**config.mk**
```make
export PLATFORM = sky130hd
export DESIGN_NAME = dual_timer
export DESIGN_NICKNAME = d
export VERILOG_FILES = /design/src/rtl/dual_timer_pkg.sv /design/src/rtl/dual_timer.sv
export SDC_FILE = /design/constraint.sdc
export NUM_CORES = 1
export LEC_CHECK = 0
export ABC_AREA = 1
export BUFFER_PORTS_ARGS = -buffer_cell sky130_fd_sc_hd__buf_2
export CAP_MARGIN = 5
export CORE_MARGIN = 2
export CORE_UTILIZATION = 29
export DETAILED_ROUTE_END_ITERATION = 6
export GPL_TIMING_DRIVEN = 0
export HOLD_SLACK_MARGIN = 0.15
export MAX_ROUTING_LAYER = met4
export PLACE_DENSITY = 0.48
export REMOVE_ABC_BUFFERS = 1
export SETUP_SLACK_MARGIN = 0.15
export SLEW_MARGIN = 30
export SYNTH_ARGS = -nofsm -noshare
export SYNTH_HDL_FRONTEND = slang
export SYNTH_SLANG_ARGS = --single-unit
```
**constraint.sdc**
```tcl
create_clock -name pclk -period 2.3 [get_ports pclk]
set_input_delay 0.115 -clock pclk [delete_from_list [all_inputs] [get_ports pclk]]
set_output_delay 0.115 -clock pclk [all_outputs]
set_load 0.1 [all_outputs]
```
**src/rtl/dual_timer_pkg.sv**
```systemverilog
// register map, field positions and mode codes for the dual timer block
package dual_timer_pkg;
    localparam logic [11:0] OFS_MODE_CFG = 12'h000;
    localparam logic [11:0] OFS_RUN_CTRL = 12'h004;
    localparam logic [11:0] OFS_UPPER_ZERO = 12'h008;
    localparam logic [11:0] OFS_LOWER_ZERO = 12'h00C;
    localparam logic [11:0] OFS_UPPER_ONE = 12'h010;
    localparam logic [11:0] OFS_LOWER_ONE = 12'h014;
    localparam logic [7:0] MODE_CFG_RESET = 8'h00;
    localparam logic [7:0] BYTE_RESET = 8'h00;
    localparam int GATE_ONE_BIT = 7;
    localparam int SEL_ONE_BIT = 6;
    localparam int MODE_ONE_HI = 5;
    localparam int MODE_ONE_LO = 4;
    localparam int GATE_ZERO_BIT = 3;
    localparam int SEL_ZERO_BIT = 2;
    localparam int MODE_ZERO_HI = 1;
    localparam int MODE_ZERO_LO = 0;
    localparam int RUN_ZERO_BIT = 0;
    localparam int RUN_ONE_BIT = 1;
    localparam logic [4:0] PRESCALE_MAX = 5'h1F;
    localparam logic [7:0] BYTE_MAX = 8'hFF;
    typedef enum logic [1:0] {
        MODE_PRESCALED = 2'b00,
        MODE_CASCADED = 2'b01,
        MODE_RELOAD = 2'b10,
        MODE_FOURTH = 2'b11
    } timer_mode_t;
endpackage : dual_timer_pkg

```
**src/rtl/dual_timer.sv**
```systemverilog
// two 16-bit timer/counters with mode configuration, reached over APB
// Overview of operation
// - timer one gated: advances only while its gate pin high and run set
// - timer zero gated: advances only while its gate pin high and run set, except the mode 11 upper byte
// - timer one select bit set counts event pin falls, else core clock
// - timer zero select bit set counts event pin falls, else core clock
// - mode field of timer one in bits 5:4, timer zero in bits 1:0
// - timer one mode 00: upper byte counts through 5-bit lower prescaler
// - timer one mode 01: both bytes form one 16-bit counter
// - timer one mode 10: lower byte counts, reloads from upper on overflow
// - timer one mode 11: timer one stops
// - timer zero mode 00: upper byte counts through 5-bit lower prescaler
// - timer zero mode 01: both bytes form one 16-bit counter
// - timer zero mode 10: lower byte counts, reloads from upper on overflow
// - timer zero mode 11: lower byte uses timer zero's own controls
// - timer zero mode 11: upper byte counts clock under timer one's run
// - timer operation increments once per core clock
// - counter operation increments on high then low pin samples
// - run bits turn each timer on and off, held in run register
`timescale 1ns/10ps
module dual_timer
    import dual_timer_pkg::*;
(
    input wire logic pclk,
    input wire logic presetn,
    input wire logic psel,
    input wire logic penable,
    input wire logic pwrite,
    input wire logic [11:0] paddr,
    input wire logic [31:0] pwdata,
    input wire logic [3:0] pstrb,
    output logic [31:0] prdata,
    output logic pready,
    output logic pslverr,
    input wire logic gate_pin_zero,
    input wire logic gate_pin_one,
    input wire logic event_pin_zero,
    input wire logic event_pin_one
);
    logic [7:0] timer_mode_config_ff;
    logic run_ctrl_zero_ff;
    logic run_ctrl_one_ff;
    logic [7:0] upper_byte_zero_ff;
    logic [7:0] lower_byte_zero_ff;
    logic [7:0] upper_byte_one_ff;
    logic [7:0] lower_byte_one_ff;
    logic event_zero_ff;
    logic event_one_ff;
    logic [31:0] prdata_ff;
    logic wr_en;
    logic rd_en;
    logic addr_ok;
    logic [31:0] nxt_prdata;
    timer_mode_t mode_zero;
    timer_mode_t mode_one;
    logic enable_zero;
    logic enable_one;
    logic tick_zero;
    logic tick_one;
    logic tick_upper_zero;
    logic [7:0] nxt_upper_zero;
    logic [7:0] nxt_lower_zero;
    logic [7:0] nxt_upper_one;
    logic [7:0] nxt_lower_one;

    // single-cycle access phase; unmapped addresses answer with pslverr
    assign pready = 1'b1;
    always_comb begin
        unique case (paddr)
            OFS_MODE_CFG, OFS_RUN_CTRL, OFS_UPPER_ZERO, OFS_LOWER_ZERO, OFS_UPPER_ONE, OFS_LOWER_ONE: addr_ok = 1'b1;
            default: addr_ok = 1'b0;
        endcase
    end
    assign pslverr = psel & penable & ~addr_ok;
    assign wr_en = psel & penable & pwrite & addr_ok & pstrb[0];
    assign rd_en = psel & ~penable & ~pwrite;
    assign prdata = prdata_ff;

    always_comb begin
        nxt_prdata = 32'h0000_0000;
        unique case (paddr)
            OFS_MODE_CFG: nxt_prdata[7:0] = timer_mode_config_ff;
            OFS_RUN_CTRL: nxt_prdata[1:0] = {run_ctrl_one_ff, run_ctrl_zero_ff};
            OFS_UPPER_ZERO: nxt_prdata[7:0] = upper_byte_zero_ff;
            OFS_LOWER_ZERO: nxt_prdata[7:0] = lower_byte_zero_ff;
            OFS_UPPER_ONE: nxt_prdata[7:0] = upper_byte_one_ff;
            OFS_LOWER_ONE: nxt_prdata[7:0] = lower_byte_one_ff;
            default: nxt_prdata = 32'h0000_0000;
        endcase
    end

    // read data captured in setup so it is stable through the access phase
    always_ff @(posedge pclk or negedge presetn) begin
        if (!presetn) begin
            prdata_ff <= 32'h0000_0000;
        end else if (rd_en) begin
            prdata_ff <= nxt_prdata;
        end
    end

    always_ff @(posedge pclk or negedge presetn) begin
        if (!presetn) begin
            timer_mode_config_ff <= MODE_CFG_RESET;
        end else if (wr_en && paddr == OFS_MODE_CFG) begin
            timer_mode_config_ff <= pwdata[7:0];
        end
    end

    always_ff @(posedge pclk or negedge presetn) begin
        if (!presetn) begin
            run_ctrl_zero_ff <= 1'b0;
            run_ctrl_one_ff <= 1'b0;
        end else if (wr_en && paddr == OFS_RUN_CTRL) begin
            run_ctrl_zero_ff <= pwdata[RUN_ZERO_BIT];
            run_ctrl_one_ff <= pwdata[RUN_ONE_BIT];
        end
    end

    // previous pin samples for falling-edge detection
    always_ff @(posedge pclk or negedge presetn) begin
        if (!presetn) begin
            event_zero_ff <= 1'b0;
            event_one_ff <= 1'b0;
        end else begin
            event_zero_ff <= event_pin_zero;
            event_one_ff <= event_pin_one;
        end
    end

    assign mode_zero = timer_mode_t'(timer_mode_config_ff[MODE_ZERO_HI:MODE_ZERO_LO]);
    assign mode_one = timer_mode_t'(timer_mode_config_ff[MODE_ONE_HI:MODE_ONE_LO]);

    assign enable_zero = run_ctrl_zero_ff & (~timer_mode_config_ff[GATE_ZERO_BIT] | gate_pin_zero);
    assign enable_one = run_ctrl_one_ff & (~timer_mode_config_ff[GATE_ONE_BIT] | gate_pin_one);

    // timer: every clock; counter: high sample then low sample
    assign tick_zero = enable_zero
        & (timer_mode_config_ff[SEL_ZERO_BIT] ? (event_zero_ff & ~event_pin_zero) : 1'b1);
    assign tick_one = enable_one
        & (timer_mode_config_ff[SEL_ONE_BIT] ? (event_one_ff & ~event_pin_one) : 1'b1);

    // in the fourth mode of timer zero the upper byte borrows timer one's run bit
    assign tick_upper_zero = run_ctrl_one_ff;

    always_comb begin
        nxt_upper_zero = upper_byte_zero_ff;
        nxt_lower_zero = lower_byte_zero_ff;
        unique case (mode_zero)
            MODE_PRESCALED: begin
                if (tick_zero) begin
                    nxt_lower_zero = {3'b000, lower_byte_zero_ff[4:0] + 5'h01};
                    if (lower_byte_zero_ff[4:0] == PRESCALE_MAX) begin
                        nxt_upper_zero = upper_byte_zero_ff + 8'h01;
                    end
                end
            end
            MODE_CASCADED: begin
                if (tick_zero) begin
                    {nxt_upper_zero, nxt_lower_zero} = {upper_byte_zero_ff, lower_byte_zero_ff} + 16'h0001;
                end
            end
            MODE_RELOAD: begin
                if (tick_zero) begin
                    nxt_lower_zero = (lower_byte_zero_ff == BYTE_MAX) ? upper_byte_zero_ff
                                                                       : lower_byte_zero_ff + 8'h01;
                end
            end
            MODE_FOURTH: begin
                if (tick_zero) begin
                    nxt_lower_zero = lower_byte_zero_ff + 8'h01;
                end
                if (tick_upper_zero) begin
                    nxt_upper_zero = upper_byte_zero_ff + 8'h01;
                end
            end
        endcase
    end

    always_comb begin
        nxt_upper_one = upper_byte_one_ff;
        nxt_lower_one = lower_byte_one_ff;
        unique case (mode_one)
            MODE_PRESCALED: begin
                if (tick_one) begin
                    nxt_lower_one = {3'b000, lower_byte_one_ff[4:0] + 5'h01};
                    if (lower_byte_one_ff[4:0] == PRESCALE_MAX) begin
                        nxt_upper_one = upper_byte_one_ff + 8'h01;
                    end
                end
            end
            MODE_CASCADED: begin
                if (tick_one) begin
                    {nxt_upper_one, nxt_lower_one} = {upper_byte_one_ff, lower_byte_one_ff} + 16'h0001;
                end
            end
            MODE_RELOAD: begin
                if (tick_one) begin
                    nxt_lower_one = (lower_byte_one_ff == BYTE_MAX) ? upper_byte_one_ff
                                                                     : lower_byte_one_ff + 8'h01;
                end
            end
            MODE_FOURTH: begin
                nxt_lower_one = lower_byte_one_ff;
            end
        endcase
    end

    // software writes take priority over a count in the same cycle
    always_ff @(posedge pclk or negedge presetn) begin
        if (!presetn) begin
            upper_byte_zero_ff <= BYTE_RESET;
            lower_byte_zero_ff <= BYTE_RESET;
        end else begin
            upper_byte_zero_ff <= (wr_en && paddr == OFS_UPPER_ZERO) ? pwdata[7:0] : nxt_upper_zero;
            lower_byte_zero_ff <= (wr_en && paddr == OFS_LOWER_ZERO) ? pwdata[7:0] : nxt_lower_zero;
        end
    end

    always_ff @(posedge pclk or negedge presetn) begin
        if (!presetn) begin
            upper_byte_one_ff <= BYTE_RESET;
            lower_byte_one_ff <= BYTE_RESET;
        end else begin
            upper_byte_one_ff <= (wr_en && paddr == OFS_UPPER_ONE) ? pwdata[7:0] : nxt_upper_one;
            lower_byte_one_ff <= (wr_en && paddr == OFS_LOWER_ONE) ? pwdata[7:0] : nxt_lower_one;
        end
    end

    logic wr_upper_zero;
    logic wr_lower_zero;
    logic wr_upper_one;
    logic wr_lower_one;
    assign wr_upper_zero = wr_en && paddr == OFS_UPPER_ZERO;
    assign wr_lower_zero = wr_en && paddr == OFS_LOWER_ZERO;
    assign wr_upper_one = wr_en && paddr == OFS_UPPER_ONE;
    assign wr_lower_one = wr_en && paddr == OFS_LOWER_ONE;

    gate_zero_hold_a: assert property (@(posedge pclk) disable iff (!presetn)
        (!run_ctrl_zero_ff && mode_zero != MODE_FOURTH && !wr_lower_zero) |=> $stable(lower_byte_zero_ff))
        else $error("timer zero lower byte moved while its run bit clear");
    gate_one_pin_a: assert property (@(posedge pclk) disable iff (!presetn)
        (timer_mode_config_ff[GATE_ONE_BIT] && !gate_pin_one && mode_one == MODE_CASCADED && !wr_lower_one
         && !wr_upper_one) |=> $stable({upper_byte_one_ff, lower_byte_one_ff}))
        else $error("gated timer one moved with gate pin low");
    timer_one_tick_a: assert property (@(posedge pclk) disable iff (!presetn)
        (run_ctrl_one_ff && !timer_mode_config_ff[GATE_ONE_BIT] && !timer_mode_config_ff[SEL_ONE_BIT]
         && mode_one == MODE_CASCADED && !wr_lower_one && !wr_upper_one)
        |=> {upper_byte_one_ff, lower_byte_one_ff} == $past({upper_byte_one_ff, lower_byte_one_ff}) + 16'h0001)
        else $error("timer one did not advance by one in timer operation");
    counter_zero_edge_a: assert property (@(posedge pclk) disable iff (!presetn)
        (timer_mode_config_ff[SEL_ZERO_BIT] && !wr_lower_zero
         && !(event_zero_ff && !event_pin_zero)) |=> $stable(lower_byte_zero_ff))
        else $error("counter zero moved without a falling pin");
    reload_one_a: assert property (@(posedge pclk) disable iff (!presetn)
        (tick_one && mode_one == MODE_RELOAD && lower_byte_one_ff == BYTE_MAX && !wr_lower_one && !wr_upper_one)
        |=> lower_byte_one_ff == upper_byte_one_ff)
        else $error("timer one reload missed");
    stop_one_a: assert property (@(posedge pclk) disable iff (!presetn)
        (mode_one == MODE_FOURTH && !wr_lower_one && !wr_upper_one)
        |=> $stable({upper_byte_one_ff, lower_byte_one_ff}))
        else $error("timer one moved in stopped mode");
    prescale_zero_a: assert property (@(posedge pclk) disable iff (!presetn)
        (tick_zero && mode_zero == MODE_PRESCALED && lower_byte_zero_ff[4:0] == PRESCALE_MAX && !wr_upper_zero
         && !wr_lower_zero)
        |=> upper_byte_zero_ff == $past(upper_byte_zero_ff) + 8'h01 && lower_byte_zero_ff == BYTE_RESET)
        else $error("timer zero prescaler carry wrong");
    split_upper_a: assert property (@(posedge pclk) disable iff (!presetn)
        (mode_zero == MODE_FOURTH && run_ctrl_one_ff && !wr_upper_zero)
        |=> upper_byte_zero_ff == $past(upper_byte_zero_ff) + 8'h01)
        else $error("split upper byte did not follow timer one run bit");
    split_upper_stop_a: assert property (@(posedge pclk) disable iff (!presetn)
        (mode_zero == MODE_FOURTH && !run_ctrl_one_ff && !wr_upper_zero) |=> $stable(upper_byte_zero_ff))
        else $error("split upper byte moved while timer one run bit clear");

    // gate pins and counter select
    gate_zero_pin_a: assert property (@(posedge pclk) disable iff (!presetn)
        (timer_mode_config_ff[GATE_ZERO_BIT] && !gate_pin_zero && mode_zero == MODE_CASCADED && !wr_lower_zero
         && !wr_upper_zero) |=> $stable({upper_byte_zero_ff, lower_byte_zero_ff}))
        else $error("gated timer zero moved with gate pin low");
    gate_one_run_a: assert property (@(posedge pclk) disable iff (!presetn)
        (run_ctrl_one_ff && timer_mode_config_ff[GATE_ONE_BIT] && gate_pin_one && !timer_mode_config_ff[SEL_ONE_BIT]
         && mode_one == MODE_CASCADED && !wr_lower_one && !wr_upper_one)
        |=> {upper_byte_one_ff, lower_byte_one_ff} == $past({upper_byte_one_ff, lower_byte_one_ff}) + 16'h0001)
        else $error("gated timer one did not advance with gate pin high");
    count_zero_edge_a: assert property (@(posedge pclk) disable iff (!presetn)
        (run_ctrl_zero_ff && !timer_mode_config_ff[GATE_ZERO_BIT] && timer_mode_config_ff[SEL_ZERO_BIT]
         && mode_zero == MODE_CASCADED && event_zero_ff && !event_pin_zero && !wr_lower_zero && !wr_upper_zero)
        |=> {upper_byte_zero_ff, lower_byte_zero_ff} == $past({upper_byte_zero_ff, lower_byte_zero_ff}) + 16'h0001)
        else $error("counter zero missed a falling pin");
    count_one_idle_a: assert property (@(posedge pclk) disable iff (!presetn)
        (timer_mode_config_ff[SEL_ONE_BIT] && mode_one == MODE_CASCADED && !(event_one_ff && !event_pin_one)
         && !wr_lower_one && !wr_upper_one) |=> $stable({upper_byte_one_ff, lower_byte_one_ff}))
        else $error("counter one moved without a falling pin");

    // timer operation per mode
    cascade_zero_a: assert property (@(posedge pclk) disable iff (!presetn)
        (run_ctrl_zero_ff && !timer_mode_config_ff[GATE_ZERO_BIT] && !timer_mode_config_ff[SEL_ZERO_BIT]
         && mode_zero == MODE_CASCADED && !wr_lower_zero && !wr_upper_zero)
        |=> {upper_byte_zero_ff, lower_byte_zero_ff} == $past({upper_byte_zero_ff, lower_byte_zero_ff}) + 16'h0001)
        else $error("timer zero cascade did not advance by one");
    prescale_one_a: assert property (@(posedge pclk) disable iff (!presetn)
        (run_ctrl_one_ff && !timer_mode_config_ff[GATE_ONE_BIT] && !timer_mode_config_ff[SEL_ONE_BIT]
         && mode_one == MODE_PRESCALED && lower_byte_one_ff[4:0] != PRESCALE_MAX && !wr_lower_one && !wr_upper_one)
        |=> $stable(upper_byte_one_ff) && lower_byte_one_ff[4:0] == $past(lower_byte_one_ff[4:0]) + 5'h01)
        else $error("timer one prescaler step wrong");
    reload_zero_a: assert property (@(posedge pclk) disable iff (!presetn)
        (run_ctrl_zero_ff && !timer_mode_config_ff[GATE_ZERO_BIT] && !timer_mode_config_ff[SEL_ZERO_BIT]
         && mode_zero == MODE_RELOAD && lower_byte_zero_ff == BYTE_MAX && !wr_lower_zero && !wr_upper_zero)
        |=> lower_byte_zero_ff == upper_byte_zero_ff)
        else $error("timer zero reload missed");
    split_lower_a: assert property (@(posedge pclk) disable iff (!presetn)
        (run_ctrl_zero_ff && !timer_mode_config_ff[GATE_ZERO_BIT] && !timer_mode_config_ff[SEL_ZERO_BIT]
         && mode_zero == MODE_FOURTH && !wr_lower_zero)
        |=> lower_byte_zero_ff == $past(lower_byte_zero_ff) + 8'h01)
        else $error("split lower byte did not follow timer zero controls");

    // software access to run bits, bytes and the mode register
    run_bit_write_a: assert property (@(posedge pclk) disable iff (!presetn)
        (psel && penable && pwrite && pstrb[0] && paddr == OFS_RUN_CTRL)
        |=> run_ctrl_zero_ff == $past(pwdata[RUN_ZERO_BIT]) && run_ctrl_one_ff == $past(pwdata[RUN_ONE_BIT]))
        else $error("run bits did not take the written value");
    hold_one_a: assert property (@(posedge pclk) disable iff (!presetn)
        (!run_ctrl_one_ff && !wr_lower_one && !wr_upper_one) |=> $stable({upper_byte_one_ff, lower_byte_one_ff}))
        else $error("timer one bytes moved while its run bit clear");
    write_wins_a: assert property (@(posedge pclk) disable iff (!presetn)
        (psel && penable && pwrite && pstrb[0] && paddr == OFS_LOWER_ZERO)
        |=> lower_byte_zero_ff == $past(pwdata[7:0]))
        else $error("lower byte of timer zero lost a software write");
    read_data_a: assert property (@(posedge pclk) disable iff (!presetn)
        (psel && !penable && !pwrite && paddr == OFS_MODE_CFG)
        |=> prdata == {24'h00_0000, $past(timer_mode_config_ff)})
        else $error("mode register read data wrong");

    cover_reload_c: cover property (@(posedge pclk) disable iff (!presetn)
        tick_zero && mode_zero == MODE_RELOAD && lower_byte_zero_ff == BYTE_MAX);
    cover_count_c: cover property (@(posedge pclk) disable iff (!presetn)
        tick_one && timer_mode_config_ff[SEL_ONE_BIT]);
    cover_split_c: cover property (@(posedge pclk) disable iff (!presetn)
        mode_zero == MODE_FOURTH && tick_zero && run_ctrl_one_ff);
    cover_prescale_c: cover property (@(posedge pclk) disable iff (!presetn)
        tick_zero && mode_zero == MODE_PRESCALED && lower_byte_zero_ff[4:0] == PRESCALE_MAX);
    cover_gate_c: cover property (@(posedge pclk) disable iff (!presetn)
        timer_mode_config_ff[GATE_ONE_BIT] && gate_pin_one && tick_one);
endmodule : dual_timer

```
; ---- After elaboration in Yosys (flattened, before gate mapping)
; Index checks and enable logic that the tools add are counted.
[word_totals]
register_bits = 52
in_bits = 57
[classes]
addsub = 8
eq_ne = 30
mux = 29
bitwise_logic = 22
n_reduce_logical = 16
[op_table]
columns = cell, n
row1 = two-way mux 8 bit, 20
row2 = one-hot mux 8 bit (3 select lines), 2
row3 = "inequality test 3 bit, second input constant", 14
row4 = "adder 16 x 1 -> 16 bit, second input constant", 2
row5 = "adder 8 x 1 -> 8 bit, second input constant", 4
row6 = one-hot mux 8 bit (4 select lines), 1
row7 = one-hot mux 6 bit (5 select lines), 1
row8 = "equality test 12 x 4 -> 1 bit, second input constant", 2
row9 = "equality test 12 x 5 -> 1 bit, second input constant", 2
row10 = "equality test 8 bit, second input constant", 2
row11 = one-hot mux 8 bit (2 select lines), 1
row12 = bitwise AND 1 bit, 13
row13 = "equality test 12 x 3 -> 1 bit, second input constant", 1
row14 = zero test 12 bit, 1
row15 = one-hot mux 2 bit (6 select lines), 1
row16 = AND reduction 4 bit, 3
row17 = "adder 5 x 1 -> 5 bit, second input constant", 2
row18 = "equality test 5 bit, second input constant", 2
row19 = "equality test 2 bit, second input constant", 4
row20 = NOT 1 bit, 7
row21 = logical AND 1 bit, 6
row22 = OR reduction 6 bit, 1
row23 = AND reduction 5 bit, 1
row24 = "equality test 2 x 1 -> 1 bit, second input constant", 2
row25 = 6 further kinds, 10

; ---- Longest topological paths before layout
[depth]
ltp_word = 8
mapped_depth = 14
ltp_nobuf = 14

; ---- Least setup slack after synthesis
; Ideal clock, no wire load.
[synth_timing]
path_type = in2out
startpoint = input port paddr[1]
endpoint = output port pslverr
t_arrival_ps = 1920
required_time_ps = 2185
setup_slack_ps = 265
stages = 8
path_buffers = 0
path_cell_list = inv_1 -> nand2_1 -> nor2_2 -> nand2_2 -> nand2_1 -> nand2_2 -> nand2_8 -> nor2_1
[synth_between]
elab_chain_len = 5
elab_cells_between_ends = 10
[synth_lines]
columns = item, line_no
row1 = start: declaration, dual_timer.sv:29  ; input wire logic [11:0] paddr,
row2 = equality test 12 x 3 -> 1 bit (tied with other cells), dual_timer.sv:69  ; unique case (paddr)
row3 = OR reduction 6 bit *, dual_timer.sv:69
row4 = two-way mux 1 bit *, dual_timer.sv:69
row5 = NOT 1 bit *, dual_timer.sv:74  ; assign pslverr = psel & penable & ~addr_ok;
row6 = bitwise AND 1 bit *, dual_timer.sv:74
row7 = end: declaration, dual_timer.sv:34  ; output logic pslverr,
; Every way passes the cells marked *; elsewhere a longest branch is shown, timed or not.

; ---- Worst setup path after layout
[layout_timing]
startpoint = register lower_byte_one_ff[1]
endpoint = register upper_byte_one_ff[5]
[layout_between]
elab_chain_len = 4
elab_cells_between_ends = 7
[layout_lines]
columns = item, line_no
row1 = start: declaration, dual_timer.sv:46  ; logic [7:0] lower_byte_one_ff;
row2 = start signal: assignment, dual_timer.sv:225  ; lower_byte_one_ff <= (wr_en && paddr == OFS_LOWER_ONE) ? pwdata[7:0] : nxt_lower_one;
row3 = adder 16 x 1 -> 16 bit, dual_timer.sv:193  ; {nxt_upper_one, nxt_lower_one} = {upper_byte_one_ff, lower_byte_one_ff} + 16'h0001;
row4 = two-way mux 8 bit, dual_timer.sv:192  ; if (tick_one) begin
row5 = one-hot mux 8 bit (2 select lines), dual_timer.sv:182  ; unique case (mode_one)
row6 = two-way mux 8 bit, dual_timer.sv:224  ; upper_byte_one_ff <= (wr_en && paddr == OFS_UPPER_ONE) ? pwdata[7:0] : nxt_upper_one;
row7 = end signal: assignment, dual_timer.sv:224
row8 = end: declaration, dual_timer.sv:45  ; logic [7:0] upper_byte_one_ff;
; Parallel ways exist; a longest one is shown, timed or not. The select of a mux whose other input is x is not followed.
; A chain may end at the register's enable or synchronous reset.

==> impl_metrics.ini <==
[die]
start_util = 0.2968
die_area_um2 = 15810
fp.coreArea_um2 = 14480
rows = 44
io_pins = 91
die_w_um = 125.7
die_y_um = 125.7

[synthesis]
syn_area_per_cell_um2 = 6.641
synth_area_um2 = 4297
synth-seq-cells = 52
syn_inst = 647
yosysSeqAreaShare = 0.3029
synth_warnings = 0
synth_cell_types = 37

[placement]
post-dp-hpwl_um = 10630
io_buffer_count = 38
gp_congestion = 0.9651
placed_area_um2 = 4577

[worst_setup_path]
cp-start-kind = register
crit_fanout = 5
required_ns = 2.49
endpoint_kind = register
cp.arrival_ns = 2.22
crit_type = register to register

[outcome]
run_status = completed

[grt]
busiest_layer = met2
antenna_found_initial = 0
grt_pass1_wl_um = 22030
use_met2 = 0.2801
use_met1 = 0.2412
grt_max_degree = 53
grt_usage = 0.1838
gr-usage-met3 = 0.03781
grt_overflow = 0
grt_pass1_vias = 4077

[cts]
cts-root-buf = clkbuf_16
cts.htree.levels = 2
cts.clk_slew.worst_paths_ns = 0.07
cts_max_path_buffers = 2
cts-buffers-inserted = 5
clk_latency_ns = 0.31
clkSinkCount = 52
cts_tree = yes

[timing]
fin_crit_ns = 2.038
rsz0062_at_grt = no
setup_tns_ns = 0
slew_violations = 0
setup_viol = 0
skew_ns = 0.008343
worst_hold_slack_ns = 0.1620
finalCritPeriodShare = 0.8862
finalHoldViolCount = 0
max_slew.worst_pin.slew_ns = 0.7291
maxSlewHeadroom = 0.5140
clock.fmax_ghz = 0.4906

[routing]
drt-wirelength-per-cell_um = 15.78
drc = 0
drt_iter0_markers = 218
ant_nets = 0
via_count = 4265
routed_wl_um = 13850
first_pass_iters = 5
viasPerCell = 4.858

[finish]
n_antenna_cell = 0
nets = 760
drive_above_1_share = 0.1499
stdcell_area_um2 = 4821
syn2layout_area_growth_pct = 12.20

[hold_path]
min_path_type = primary input to register

[power]
power_mw = 2.201
ir_drop_v = 0.0002289
leakage_nw = 2.329
cellPowerDensity_nw_per_um2 = 456.7

[flow_run]
cap_violations = 0
==> state kept, by name, summed over array words and instances (netlist names) <==
| register | flops |
|---|---|
| upper_byte_zero_ff | 8 |
| upper_byte_one_ff | 8 |
| event_zero_ff | 1 |
| run_ctrl_zero_ff | 1 |
| lower_byte_zero_ff | 8 |
| lower_byte_one_ff | 8 |
| timer_mode_config_ff | 8 |
| prdata | 8 |
| event_one_ff | 1 |
| run_ctrl_one_ff | 1 |
==> cell type report <==
type	instances	area (um^2)
fillers	1592	9658
well taps	184	230.2
repair buffers	47	270.3
inverters	87	326.6
clock buffers	8	146.4
flip-flops and latches	52	1304
multi-input cells	500	2544
==> layer usage <==
layer | up-vias | part of all wire
met1 | 1995 | 0.46
met3 | 28 | 0.046
met2 | 110 | 0.46
li1 | 2132 | -
met4 | 0 | 0.033
met5 | - | 0
==> repair_timing <==
item | CTS | global route
endpoints found under the setup margin | 7 | 24
endpoints found under the hold margin | 56 | 0
setup buffers | 2 | 3
cloned | 0 | 0
pin swaps | 0 | 0
resized for setup | 1 | 7
hold buffers | 4 | 0
==> kinds of logic after synthesis <==
group / Yosys count / synth area share
other cells: 2 / 0.001748
flops: 52 / 0.3029
xor+xnor: 13 / 0.02650
fa+ha+maj: 10 / 0.02912
buf+inv: 118 / 0.1305
compound gates: 65 / 0.08591
simple gates: 387 / 0.4234
==> power breakdown <==
part | total, mW | internal, mW | leakage, nW | switching (mW)
clock network | 0.783 | 0.436 | 0.0712 | 0.347
registers | 0.942 | 0.932 | 0.680 | 0.00960
logic | 0.477 | 0.0591 | 1.58 | 0.418
==> through the flow <==
stage | worst slack [ns] | cells | util
final | 0.2618 | 878 | 0.3330
after global routing | 0.1013 | 878 | 0.3330
after CTS | 0.1310 | 875 | 0.3302
after detailed placement | 0.04370 | 861 | 0.3161
after global placement | 0.06385 | 861 | 0.3156
after floorplan | 0.2652 | 639 | -
==> worst max-delay path, stage by stage (launching register included) <==
cell	delay, ns
dfrtp_1	0.40
ha_2	0.21
nand2_1	0.09
nor2_2	0.14
ha_1	0.17
nand2_1	0.05
o21ai_1	0.12
nand3_2	0.17
buf_4	0.20
nor2_1	0.13
nand3_1	0.08
nand2_1	0.07
o22ai_1	0.07
==> cell usage in the layout, fill, tap and decap left out, types with 9 or more instances in the layout <==
master     n
nand3_1  106
inv_2     10
dfrtp_1   50
o21ai_0   32
nor2_1    40
ha_1       9
xor2_1    12
buf_2     37
nand4_1    9
nand2_1  186
nor2_2    10
conb_1    25
nor3_1     9
inv_1     76
a21oi_1   11
==> final timing paths <==
| path | startpoint | slack [ns] | depth (start not counted) | to |
|---|---|---|---|---|
| max | lower_byte_one_ff[1] | 0.26 | 12 | upper_byte_one_ff[5] |
| min | pwdata[7] | 0.16 | 3 | upper_byte_zero_ff[7] |
| max reg2reg | lower_byte_one_ff[1] | 0.26 | 12 | upper_byte_one_ff[5] |
| min reg2reg | prdata[0] | 0.48 | 2 | prdata[0] |
| max in group asynchronous | presetn | 1.36 | 2 | lower_byte_one_ff[0] |
| min in group asynchronous | presetn | 0.40 | 2 | upper_byte_one_ff[6] |
==> cells in the mapped netlist <==
master | count | area share
xnor2_1 | 1 | 0.0020
clkinv_1 | 2 | 0.0017
nand3_2 | 2 | 0.0047
nand2_2 | 4 | 0.0058
inv_1 | 76 | 0.066
nand3_1 | 107 | 0.12
nand3b_1 | 2 | 0.0035
o21ai_2 | 6 | 0.012
buf_6 | 3 | 0.0079
o21ai_1 | 6 | 0.0070
xor2_1 | 12 | 0.024
ha_1 | 10 | 0.029
nand2_1 | 187 | 0.16
buf_2 | 1 | 0.0012
o22ai_1 | 5 | 0.0073
a21oi_2 | 1 | 0.0020
nor3_2 | 1 | 0.0023
a21oi_1 | 11 | 0.013
clkbuf_1 | 2 | 0.0017
nand2_8 | 1 | 0.0047
a2bb2oi_1 | 2 | 0.0041
nor2_1 | 41 | 0.036
nand4_1 | 9 | 0.013
nand3_4 | 3 | 0.012
buf_4 | 25 | 0.044
nor2_2 | 9 | 0.013
a31oi_1 | 1 | 0.0015
nand3b_4 | 1 | 0.0047
or2_2 | 2 | 0.0029
o211ai_1 | 1 | 0.0017
dfrtp_1 | 52 | 0.30
o21ai_0 | 32 | 0.037
nor3_1 | 10 | 0.012
nand2_4 | 2 | 0.0052
inv_2 | 9 | 0.0079
conb_1 | 2 | 0.0017
nor2_4 | 6 | 0.016
(Power assumes the default switching activity.)
